## src/core/tmr_pkg.sv

```systemverilog
package tmr_pkg;

	// ****************************************
	// Register map
	// ****************************************
	localparam logic [7:0] ADDR_CONTROL = 8'hc8;
	localparam logic [7:0] ADDR_AUX = 8'hc9;
	localparam logic [7:0] ADDR_RELOAD_LOW = 8'hca;
	localparam logic [7:0] ADDR_RELOAD_HIGH = 8'hcb;
	localparam logic [7:0] ADDR_COUNT_LOW = 8'hcc;
	localparam logic [7:0] ADDR_COUNT_HIGH = 8'hcd;
	localparam logic [7:0] ADDR_IRQ_STATUS = 8'hce;
	localparam logic [7:0] ADDR_IRQ_MASK = 8'hcf;

	// ****************************************
	// Field positions
	// ****************************************
	localparam int BIT_OVF_FLAG = 7;
	localparam int BIT_EXT_FLAG = 6;
	localparam int BIT_RX_BAUD = 5;
	localparam int BIT_TX_BAUD = 4;
	localparam int BIT_TRIG_EN = 3;
	localparam int BIT_RUN = 2;
	localparam int BIT_CT_SEL = 1;
	localparam int BIT_CAP_SEL = 0;
	localparam int BIT_AUX_SLOW_SEL = 0;
	localparam int BIT_AUX_WAVE_EN = 1;
	localparam int BIT_IRQ_OVF = 0;
	localparam int BIT_IRQ_EXT = 1;
	localparam int IRQ_BITS = 2;

	// ****************************************
	// Reset values and timing
	// ****************************************
	localparam logic [7:0] RST_CONTROL = 8'h00;
	localparam logic [7:0] RST_AUX = 8'h00;
	localparam logic [15:0] RST_COUNT = 16'h0000;
	localparam logic [15:0] RST_RELOAD = 16'h0000;
	localparam logic [15:0] COUNT_ALL_ONES = 16'hffff;
	localparam int TIMER_DIV = 2;
	localparam int SLOW_DIV = 16;
	localparam int SYNC_PINS = 3;
	localparam int PIN_COUNT = 0;
	localparam int PIN_TRIGGER = 1;
	localparam int PIN_SLOW = 2;
	localparam logic [1:0] SERIAL_MODE_1 = 2'h1;
	localparam logic [1:0] SERIAL_MODE_3 = 2'h3;

	// ****************************************
	// Block state
	// ****************************************
	typedef struct packed {
		logic [7:0] control;
		logic [7:0] aux;
		logic [15:0] count;
		logic [15:0] reload;
		logic [IRQ_BITS-1:0] irq_status;
		logic [IRQ_BITS-1:0] irq_mask;
		logic [7:0] rd_data;
		logic irq;
		logic rx_tick;
		logic tx_tick;
		logic wave;
		logic wave_oe;
	} tmr_state_type;

endpackage

```

## src/core/tmr_edge_sync.sv

```systemverilog
`timescale 1ns/10ps
module tmr_edge_sync
	import tmr_pkg::*;
#(
	parameter int WIDTH = 3
) (
	input wire logic clk,
	input wire logic sys_rst,
	input wire logic [WIDTH-1:0] pin_in,
	output logic [WIDTH-1:0] fall_pulse
);

	// ****************************************
	// Two-stage synchroniser plus edge history
	// ****************************************
	typedef struct packed {
		logic [WIDTH-1:0] meta;
		logic [WIDTH-1:0] sync;
		logic [WIDTH-1:0] prev;
	} tmr_sync_type;

	tmr_sync_type sync_q;
	tmr_sync_type sync_d;

	always_comb begin
		sync_d = sync_q;
		sync_d.meta = pin_in;
		sync_d.sync = sync_q.meta;
		sync_d.prev = sync_q.sync;
	end

	always_ff @(posedge clk or posedge sys_rst) begin
		if (sys_rst) begin
			sync_q <= '0;
		end else begin
			sync_q <= sync_d;
		end
	end

	// Falling edges seen only after the second stage
	genvar gi;
	generate
		for (gi = 0; gi < WIDTH; gi++) begin : g_fall
			assign fall_pulse[gi] = sync_q.prev[gi] & ~sync_q.sync[gi];
		end
	endgenerate

endmodule // tmr_edge_sync

```

## src/core/tmr_div.sv

```systemverilog
`timescale 1ns/10ps
module tmr_div
	import tmr_pkg::*;
#(
	parameter int RATIO = 2
) (
	input wire logic clk,
	input wire logic sys_rst,
	input wire logic tick_in,
	output logic tick_out
);

	localparam int CW = (RATIO > 2) ? $clog2(RATIO) : 1;
	localparam logic [CW-1:0] LAST = CW'(RATIO - 1);

	typedef struct packed {
		logic [CW-1:0] cnt;
	} tmr_div_type;

	tmr_div_type div_q;
	tmr_div_type div_d;

	// ****************************************
	// One output pulse per RATIO input pulses
	// ****************************************
	always_comb begin
		div_d = div_q;
		if (tick_in) begin
			if (div_q.cnt == LAST) begin
				div_d.cnt = '0;
			end else begin
				div_d.cnt = div_q.cnt + CW'(1);
			end
		end
	end

	always_ff @(posedge clk or posedge sys_rst) begin
		if (sys_rst) begin
			div_q <= '0;
		end else begin
			div_q <= div_d;
		end
	end

	assign tick_out = tick_in & (div_q.cnt == LAST);

endmodule // tmr_div

```

## src/core/tmr_top.sv

```systemverilog
`timescale 1ns/10ps
module tmr_top
	import tmr_pkg::*;
(
	input wire logic clk,
	input wire logic sys_rst,
	input wire logic [7:0] addr,
	input wire logic [7:0] wr_data,
	input wire logic wr_en,
	input wire logic rd_en,
	input wire logic count_pin,
	input wire logic trigger_pin,
	input wire logic slow_clk,
	input wire logic [1:0] serial_mode,
	output logic [7:0] rd_data,
	output logic irq,
	output logic rx_baud_tick,
	output logic tx_baud_tick,
	output logic overflow_wave_output,
	output logic overflow_wave_oe
);

	// ****************************************
	// Address decode
	// ****************************************
	function automatic logic hit(input logic [7:0] a,
		input logic [7:0] reg_addr);
		hit = (a == reg_addr);
	endfunction

	// ****************************************
	// Pin synchronisers and rate dividers
	// ****************************************
	logic [SYNC_PINS-1:0] pins;
	logic [SYNC_PINS-1:0] falls;
	logic timer_tick;
	logic slow_tick;

	assign pins[PIN_COUNT] = count_pin;
	assign pins[PIN_TRIGGER] = trigger_pin;
	assign pins[PIN_SLOW] = slow_clk;

	tmr_edge_sync #(
		.WIDTH(SYNC_PINS)
	) u_sync (
		.clk(clk),
		.sys_rst(sys_rst),
		.pin_in(pins),
		.fall_pulse(falls)
	);

	// Free-running, so the first count after run takes one or two clocks
	// half system rate
	tmr_div #(
		.RATIO(TIMER_DIV)
	) u_div_timer (
		.clk(clk),
		.sys_rst(sys_rst),
		.tick_in(1'b1),
		.tick_out(timer_tick)
	);

	tmr_div #(
		.RATIO(SLOW_DIV)
	) u_div_slow (
		.clk(clk),
		.sys_rst(sys_rst),
		.tick_in(falls[PIN_SLOW]),
		.tick_out(slow_tick)
	);

	// ****************************************
	// State
	// ****************************************
	tmr_state_type st_q;
	tmr_state_type st_d;

	// Every register and output clears on reset
	localparam tmr_state_type ST_RESET = '{
		control: RST_CONTROL,
		aux: RST_AUX,
		count: RST_COUNT,
		reload: RST_RELOAD,
		irq_status: '0,
		irq_mask: '0,
		rd_data: 8'h00,
		irq: 1'b0,
		rx_tick: 1'b0,
		tx_tick: 1'b0,
		wave: 1'b0,
		wave_oe: 1'b0
	};

	// ****************************************
	// Next-state logic
	// ****************************************
	always_comb begin
		logic baud_mode;
		logic reload_mode;
		logic count_edge;
		logic inc;
		logic ovf;
		logic trig;
		logic ovf_flag_set;
		logic serial_ok;
		logic [IRQ_BITS-1:0] events;
		logic [IRQ_BITS-1:0] w1c;

		baud_mode = 1'b0;
		reload_mode = 1'b0;
		count_edge = 1'b0;
		inc = 1'b0;
		ovf = 1'b0;
		trig = 1'b0;
		ovf_flag_set = 1'b0;
		serial_ok = 1'b0;
		events = '0;
		w1c = '0;

		st_d = st_q;
		st_d.rd_data = 8'h00;
		st_d.rx_tick = 1'b0;
		st_d.tx_tick = 1'b0;

		baud_mode = st_q.control[BIT_RX_BAUD] | st_q.control[BIT_TX_BAUD];
		reload_mode = baud_mode | ~st_q.control[BIT_CAP_SEL];

		// Pin edges arrive two clocks after the pin falls
		// count source select
		count_edge = st_q.aux[BIT_AUX_SLOW_SEL] ? slow_tick
			: falls[PIN_COUNT];

		if (st_q.control[BIT_RUN]) begin
			if (st_q.control[BIT_CT_SEL]) begin
				inc = count_edge;
			end else begin
				inc = timer_tick;
			end
		end

		// Overflow needs an increment, a write of ffff is not one
		// wrap from all ones
		ovf = inc & (st_q.count == COUNT_ALL_ONES);
		trig = st_q.control[BIT_TRIG_EN] & falls[PIN_TRIGGER];

		// ****************************************
		// Count and reload/capture pair
		// ****************************************
		if (inc) begin
			if (ovf) begin
				st_d.count = reload_mode ? st_q.reload : 16'h0000;
			end else begin
				st_d.count = st_q.count + 16'h0001;
			end
		end

		// Byte writes after the increment, so software wins a clash
		// No latching of the pair, reads while running may tear
		// software byte writes
		if (wr_en && hit(addr, ADDR_COUNT_LOW)) begin
			st_d.count[7:0] = wr_data;
		end
		if (wr_en && hit(addr, ADDR_COUNT_HIGH)) begin
			st_d.count[15:8] = wr_data;
		end
		if (wr_en && hit(addr, ADDR_RELOAD_LOW)) begin
			st_d.reload[7:0] = wr_data;
		end
		if (wr_en && hit(addr, ADDR_RELOAD_HIGH)) begin
			st_d.reload[15:8] = wr_data;
		end

		// After the byte writes, so a same-cycle trigger wins
		// Baud mode keeps the pair as reload value, flag only
		// trigger capture or reload
		if (trig && !baud_mode) begin
			if (st_q.control[BIT_CAP_SEL]) begin
				st_d.reload = st_q.count;
			end else begin
				st_d.count = st_q.reload;
			end
		end

		// ****************************************
		// Control and auxiliary registers
		// ****************************************
		if (wr_en && hit(addr, ADDR_CONTROL)) begin
			st_d.control = wr_data;
		end
		if (wr_en && hit(addr, ADDR_AUX)) begin
			st_d.aux = wr_data;
		end

		// After the register write, so a hardware set beats a clear
		// overflow flag, set wins
		ovf_flag_set = ovf & ~baud_mode;
		if (ovf_flag_set) begin
			st_d.control[BIT_OVF_FLAG] = 1'b1;
		end
		if (trig) begin
			st_d.control[BIT_EXT_FLAG] = 1'b1;
		end

		// ****************************************
		// Serial baud clocks
		// ****************************************
		serial_ok = (serial_mode == SERIAL_MODE_1)
			| (serial_mode == SERIAL_MODE_3);
		// Only the two timer-clocked serial modes take the ticks
		// overflow as baud clock
		st_d.rx_tick = ovf & serial_ok & st_q.control[BIT_RX_BAUD];
		st_d.tx_tick = ovf & serial_ok & st_q.control[BIT_TX_BAUD];

		// ****************************************
		// Overflow wave pin
		// ****************************************
		// toggle per overflow
		if (ovf) begin
			st_d.wave = ~st_q.wave;
		end
		// Enable follows the aux write two cycles later
		st_d.wave_oe = st_q.aux[BIT_AUX_WAVE_EN];

		// ****************************************
		// Interrupt status, mask and output
		// ****************************************
		events[BIT_IRQ_OVF] = ovf_flag_set;
		events[BIT_IRQ_EXT] = trig;
		if (wr_en && hit(addr, ADDR_IRQ_STATUS)) begin
			w1c = wr_data[IRQ_BITS-1:0];
		end
		st_d.irq_status = (st_q.irq_status & ~w1c) | events;
		if (wr_en && hit(addr, ADDR_IRQ_MASK)) begin
			st_d.irq_mask = wr_data[IRQ_BITS-1:0];
		end
		// Next-state values, so irq rises with its status bit
		st_d.irq = |(st_d.irq_status & st_d.irq_mask);

		// ****************************************
		// Read port, data one cycle after strobe
		// ****************************************
		if (rd_en) begin
			case (addr)
				ADDR_CONTROL: begin
					st_d.rd_data = st_q.control;
				end
				ADDR_AUX: begin
					st_d.rd_data = {6'h00,
						st_q.aux[BIT_AUX_WAVE_EN:0]};
				end
				ADDR_RELOAD_LOW: begin
					st_d.rd_data = st_q.reload[7:0];
				end
				ADDR_RELOAD_HIGH: begin
					st_d.rd_data = st_q.reload[15:8];
				end
				ADDR_COUNT_LOW: begin
					st_d.rd_data = st_q.count[7:0];
				end
				ADDR_COUNT_HIGH: begin
					st_d.rd_data = st_q.count[15:8];
				end
				ADDR_IRQ_STATUS: begin
					st_d.rd_data = {6'h00, st_q.irq_status};
				end
				ADDR_IRQ_MASK: begin
					st_d.rd_data = {6'h00, st_q.irq_mask};
				end
				// Unmapped addresses read as zero
				default: begin
					st_d.rd_data = 8'h00;
				end
			endcase
		end
	end

	always_ff @(posedge clk or posedge sys_rst) begin
		if (sys_rst) begin
			st_q <= ST_RESET;
		end else begin
			st_q <= st_d;
		end
	end

	// ****************************************
	// Outputs
	// ****************************************
	// Every output is a register bit
	assign rd_data = st_q.rd_data;
	assign irq = st_q.irq;
	assign rx_baud_tick = st_q.rx_tick;
	assign tx_baud_tick = st_q.tx_tick;
	assign overflow_wave_output = st_q.wave;
	assign overflow_wave_oe = st_q.wave_oe;

endmodule // tmr_top

```

## config.mk

```make
export PLATFORM = sky130hd
export DESIGN_NAME = tmr_top
export DESIGN_NICKNAME = d
export VERILOG_FILES = /design/src/core/tmr_pkg.sv /design/src/core/tmr_edge_sync.sv /design/src/core/tmr_div.sv /design/src/core/tmr_top.sv
export SDC_FILE = /design/constraint.sdc
export NUM_CORES = 1
export LEC_CHECK = 0
export BUFFER_PORTS_ARGS = -buffer_cell sky130_fd_sc_hd__buf_2
export CAP_MARGIN = 20
export CORE_ASPECT_RATIO = 0.7
export CORE_UTILIZATION = 53
export CTS_CLUSTER_DIAMETER = 120
export CTS_CLUSTER_SIZE = 40
export DETAILED_ROUTE_END_ITERATION = 10
export GPL_ROUTABILITY_DRIVEN = 0
export GPL_TIMING_DRIVEN = 0
export PLACE_DENSITY = 0.75
export SLEW_MARGIN = 20
export SYNTH_ARGS = -nofsm -noshare
export SYNTH_HDL_FRONTEND = slang
export SYNTH_SLANG_ARGS = --single-unit
```

## constraint.sdc

```tcl
create_clock -name clk -period 2.1 [get_ports clk]
set_clock_uncertainty 0.1 [all_clocks]
set_input_delay 0.105 -clock clk [delete_from_list [all_inputs] [get_ports clk]]
set_output_delay 0.105 -clock clk [all_outputs]
set_load 0.05 [all_outputs]
```

==> results of run 1 <==
==> flip-flops by register name, summed over array words and instances, names as in the netlist <==
register              flops
st_q                     45
rd_data                   8
u_sync.sync_d             6
u_div_slow.div_q          4
u_sync.sync_q             3
irq                       1
overflow_wave_oe          1
overflow_wave_output      1
rx_baud_tick              1
st_d                      1
tx_baud_tick              1
u_div_timer.div_q         1
==> power by group through the flow <==
| stage | logic [mW] | clock network [mW] | registers (mW) |
|---|---|---|---|
| after global routing | 0.934 | 1.00 | 1.80 |
| after floorplan | 0.449 | 0 | 1.72 |
| final | 0.864 | 0.936 | 1.79 |
| after CTS | 0.744 | 0.938 | 1.75 |
| after global placement | 0.575 | 0 | 1.76 |
| after detailed placement | 0.601 | 0 | 1.77 |
==> cell type report <==
cell class                 instances  area [sq um]
buffer                            27           183
multi-input combinational        291          2070
tap                               94           118
clock buffer                      12           135
timing repair buffer              75           543
inverter                           9          36.3
fill                             494          1970
clock inverter                     4          20.0
sequential                        73          1840
==> layer usage <==
layer	share of wire, %	vias to the layer above	track usage (%)	wire length, microns
met2	42	326	49.2	5310
met5	0	-	0	0
met3	15	66	14.1	1840
met1	40	1863	45.2	5010
li1	-	1672	-	-
met4	4.1	0	17.3	520
==> what timing repair did <==
action | in CTS | in global routing
pin swaps | 9 | 11
hold buffers | 11 | 0
buffers inserted | 27 | 5
hold endpoints to repair | 53 | 0
endpoints found under the setup margin | 44 | 35
gates resized for setup | 29 | 37
==> cell families after synthesis <==
kind of cell / synth area share [%]
and+or+nand+nor: 18.9
xor gates and xnor gates: 1.13
DFF: 47.0
adders and majority gates: 0.643
buffers and inverters: 4.70
AOI/OAI and AO/OA: 19.1
muxes: 8.62
==> worst max-delay path, delay by kind of cell, from the launching register on <==
kind | cells | cell delay, ns
DFF | 1 | 0.42
and+or+nand+nor | 2 | 0.73
adders and majority gates | 1 | 0.15
AOI/OAI and AO/OA | 4 | 0.68
==> worst max path at each step <==
stage | startpoint | to | slack [ns] | cells past startpoint
floorplan | st_q[33] | st_q[46] | -0.09 | 8
global placement | sys_rst | rd_data[6] | -0.83 | 2
detailed placement | addr[4] | st_q[22] | -0.49 | 7
CTS | u_sync.sync_d[1] | st_q[38] | 0.006 | 6
global route | st_q[33] | st_q[43] | -0.11 | 7
finish | st_q[33] | st_q[46] | -0.04 | 7
==> placed cells by master, fill, tap and decap left out, drive strengths merged, types with 3 or more instances in the layout <==
master,netlist,final
a21oi,27,27
a221oi,3,3
a222oi,7,7
a22oi,13,13
a31oi,4,4
and3,5,5
buf,14,77
clkbuf,15,26
clkinv,0,4
dfrtp,73,73
dlygate4sd3,0,11
inv,9,9
mux2,12,12
mux2i,20,20
nand2,40,40
nand2b,3,3
nand3,20,20
nand4,10,10
nor2,26,26
nor2b,4,4
nor3,8,8
nor4,10,10
o211ai,3,3
o21ai,32,32
o22ai,7,7
o31ai,3,3
or2,3,3
or4,3,3
xnor2,3,3
==> through the flow <==
step / worst slack (ns) / instance area [sq um] / util [%]
floorplan: -0.0898 / 3900 / -
global placement: -0.831 / 4180 / 60.5
detailed placement: -0.489 / 4210 / 60.9
CTS: 0.00611 / 4780 / 69.2
global route: -0.108 / 4940 / 71.5
finish: -0.0395 / 4940 / 71.5
==> flow_summary.toml, run 1 <==
[yosys]
synth_largest_area_cell = "dfrtp_1"
synth.top_cell.area_share_pct = 47.0
ys_seq_area_share_pct = 47.0
netlist_top_cells_area = "dfrtp_1 47%, mux2i_1 5.1%, nand2_1 3.9%"
synth_nets = 429
ys_warn_count = 0
synth_edf_count = 0
synth-seq-cells = 73
netlist_instances = 402
synth_area_per_cell_sq_um = 9.68
synthesis.area_sq_um = 3890
ys_top_cells_by_count = "73 x dfrtp_1, 40 x nand2_1, 26 x a21oi_1, 26 x o21ai_1, 25 x nor2_1"
synth_flop_cell = "dfrtp_1"
synth.most_common_cell = "dfrtp_1"
synth_cell_types = 54
async_reset_ff_share_pct = 100

[min_path]
hold_class = "in -> reg"
hold-path-cell-count = 2
min-delay-start = "wr_data[1]"
min_to = "st_q[58]"

[cells_and_area]
fin_nets = 513
stdcell_count = 585
areaGrowthSynthToFinish_pct = 27.0
n_antenna_cell = 0
post_route_cells_drive_above_1_share_pct = 29.7

[worst_setup_path]
r2r-end = "st_q[46]"
cp_data_arrival_time_ns = 2.35
cp-start-kind = "register"
crit_path_cell_trace = "ha_4, nand4_1, or4_4, a21oi_4, a21oi_2, o211ai_1, o221a_2"
cp.required_ns = 2.31
r2r_setup_slack_ns = -0.04
ff2ff_path_depth = 7
cp-end-kind = "register"
crit_type = "reg -> reg"
cp_max_fo = 8
r2r_start = "st_q[33]"
cpPeakStageDelay_ns = 0.57
slowest_stage = "or4_4"

[sta]
timing.final.max_slew_violations = 0
min_period_ns = 2.14
whs_ns = 0.00638
min_period_over_period_pct = 102
fin_ws_ns = -0.0395
rsz0062_at_grt = "yes"
worstMarginPinSlew_ns = 0.847
slew_headroom_pct = 43.0
fin_setup_tns_ns = -0.0667
final-hold-violation-count = 0
finalSetupViolations = 2
clock.fmax_ghz = 0.467

[power_and_ir_drop]
ir_drop_mv = 0.437
fin_total_pwr_mw = 3.59
p_seq_share_pct = 49.8
power.density_nw_per_um2 = 726
p_sw_mw = 1.19
swShare_pct = 33.2
leakage_nw = 2.12
cellInternalPower_mw = 2.39
power_frac_comb_pct = 24.1
clockPowerShare_pct = 26.1

[placement]
hpwl_microns = 7840
dp_cells = 531
port_buffers = 34

[flow_run]
drv_cap = 0

[route]
firstDrtPassIters = 6
drc = 0
ant_nets = 0
num_vias = 3927
post_drt_wl_per_cell_microns = 21.7
wl_microns = 12700
viasPerCell = 6.71
dr.first_iter.drc_count = 754

[cts]
htreeDepth = 3
path_clk_slew_ns = 0.07
cts-buffers-inserted = 9
clkSinkCount = 73
cts_root_buf = "clkbuf_8"
cts_buffer_depth = 2
cts_tree = "built"
clock_latency_ns = 0.37

[floorplan]
core_area_sq_um = 6910
placementRows = 25
start_util_pct = 56.3
pin_count = 38
fp.dieH_microns = 73.7
die_x_microns = 104
dieArea_sq_um = 7690

[global_routing]
grt_usage_pct = 34.4
grt_max_degree = 41
grt_pass1_vias = 3744
grt_overflow = 0
antenna_found_initial = 0
grt_pass1_wl_microns = 19500

[status]
status = "finished, violations left"
violations = "negative setup slack"
Note: power is estimated with default switching activity, not from simulation.
==> run 2: changes to the inputs <==
CORE_ASPECT_RATIO = unset   (was 0.7)
==> run 2 against run 1 <==
  * The flow still finishes with violations (negative setup slack)
  * Non-clock buffer count increased by 9
  * Highest routed layer unchanged
  * Critical path type unchanged
  * Via count increased by 3.3%
  * First-iteration DRC count decreased by 3.7%
  * Maximum frequency decreased by 3.4%
  * Global-route usage increased by 0.18 points
  * Largest cell class unchanged
  * Sequential share of layout area decreased by 1.5 points
  * Setup slack got worse by 0.076 ns
  * Cell area increased by 4.3%
  * Largest power group unchanged
  * Routed wire length increased by 4.2%
==> flow_summary.toml, run 2 (synthesis results as in run 1) <==
[status]
status = "finished, violations left"
violations = "negative setup slack"

[cells_and_area]
n_antenna_cell = 0
nFillCells = 449
fin_util_pct = 74.2
largest_reg_flops = 45
top_register = "st_q"
seq_area_sq_um = 1840
areaGrowthSynthToFinish_pct = 32.4
multi_input_area_sq_um = 2140
final_cell_mix = "64 x dfrtp_1, 40 x buf_4, 37 x nand2_1, 37 x buf_2"
stdcell_count = 595
fin_nets = 522
design_area_sq_um = 5150
post_route_cells_drive_above_1_share_pct = 33.3
final_common_cell = "dfrtp_1"

[placement]
port_buffers = 34
dp_cells = 534
place_area_sq_um = 4210
hpwl_microns = 7910

[worst_setup_path]
cp_data_arrival_time_ns = 2.41
cp_max_fo = 8
cp-start-kind = "register"
crit_type = "reg -> reg"
worst-path-buf-inv = 0
r2r_start = "st_q[40]"
cp.required_ns = 2.29
cpPeakStageDelay_ns = 0.62
r2r-end = "st_q[46]"
crit_path_cell_trace = "nand4_4, or4_4, a21oi_4, a21oi_1, o211ai_1, o221a_2"
ff2ff_path_depth = 6
slowest_stage = "or4_4"
cp-end-kind = "register"
crit_family = "simple AND/OR/NAND/NOR gates"
r2r_setup_slack_ns = -0.12

[route]
viasPerCell = 6.82
drc = 0
wl_microns = 13200
dr.first_iter.drc_count = 726
firstDrtPassIters = 6
num_vias = 4057
ant_nets = 0
post_drt_wl_per_cell_microns = 22.2

[sta]
min_period_over_period_pct = 106
fin_ws_ns = -0.116
slew_headroom_pct = 53.4
clock.fmax_ghz = 0.451
min_period_ns = 2.22
finalSetupViolations = 7
rsz0062_at_grt = "yes"
final-hold-violation-count = 0
timing.final.max_slew_violations = 0
worstMarginPinSlew_ns = 0.695

[floorplan]
dieArea_sq_um = 7690
placementRows = 30
core_area_sq_um = 6940
fp.dieH_microns = 87.7
pin_count = 38
start_util_pct = 56.0
die_x_microns = 87.7

[cts]
cts_root_buf = "clkbuf_8"
cts-buffers-inserted = 9
clock_latency_ns = 0.35
htreeDepth = 3
cts_tree = "built"
path_clk_slew_ns = 0.08
clkSinkCount = 73
cts_buffer_depth = 2

[power_and_ir_drop]
power.density_nw_per_um2 = 752
fin_total_pwr_mw = 3.87
ir_drop_mv = 0.451
leakage_nw = 2.22

[min_path]
min-delay-start = "wr_data[0]"
hold_class = "in -> reg"
hold-path-cell-count = 2
min_to = "st_q[41]"

[global_routing]
antenna_found_initial = 0
grt_pass1_vias = 3765
grt_pass1_wl_microns = 19500
grt_usage_pct = 34.5
grt_overflow = 0
grt_max_degree = 38

[flow_run]
drv_cap = 0
-- run 2: repair_timing --
action	CTS	global route
resized for setup	37	50
endpoints found under the setup margin	38	39
hold buffers	11	0
pin swaps	5	16
buffers inserted	22	16
endpoints found under the hold margin	49	0
-- run 2: report_power, final --
| part | total, mW | switching (mW) | leakage, nW | internal, mW |
|---|---|---|---|---|
| Clock | 1.12 | 0.536 | 0.0998 | 0.580 |
| Sequential | 1.79 | 0.211 | 0.852 | 1.58 |
| Combinational | 0.969 | 0.503 | 1.27 | 0.467 |
| Total | 3.87 | 1.25 | 2.22 | 2.62 |
-- run 2: final cells by class --
cell class | count | share of cell area [%]
buffer | 27 | 3.74
clock buffer | 11 | 2.74
clock inverter | 4 | 1.02
inverter | 9 | 0.704
multi-input combinational | 291 | 41.6
sequential | 73 | 35.7
tap | 96 | 2.33
timing repair buffer | 84 | 12.2
-- run 2: worst max path at each step --
stage	slack, ns	start	cells after the start	to
2_1_floorplan	-0.09	st_q[33]	8	st_q[46]
3_3_place_gp	-0.73	sys_rst	2	st_q[28]
3_5_place_dp	-0.47	st_q[33]	8	st_q[46]
4_1_cts	-0.06	st_q[33]	8	st_q[46]
5_1_grt	-0.15	st_q[40]	6	st_q[46]
6_report	-0.12	st_q[40]	6	st_q[46]
-- run 2: per-stage QoR --
step                setup slack (ns)  TNS (ns)  hold WS (ns)
floorplan                    -0.0898    -0.184        0.0364
global placement              -0.734    -65.26         0.113
detailed placement            -0.468    -14.07        0.0627
CTS                          -0.0606   -0.0842        0.0219
global route                  -0.149    -0.705        0.0249
finish                        -0.116    -0.393        0.0307
-- run 2: per-layer routing --
layer,up-vias,wire length (microns),GRT usage (%)
met1,1926,4840,43.4
met5,-,0,0
met3,110,1450,9.05
met2,344,6000,53.3
li1,1677,-,-
met4,0,909,21.6
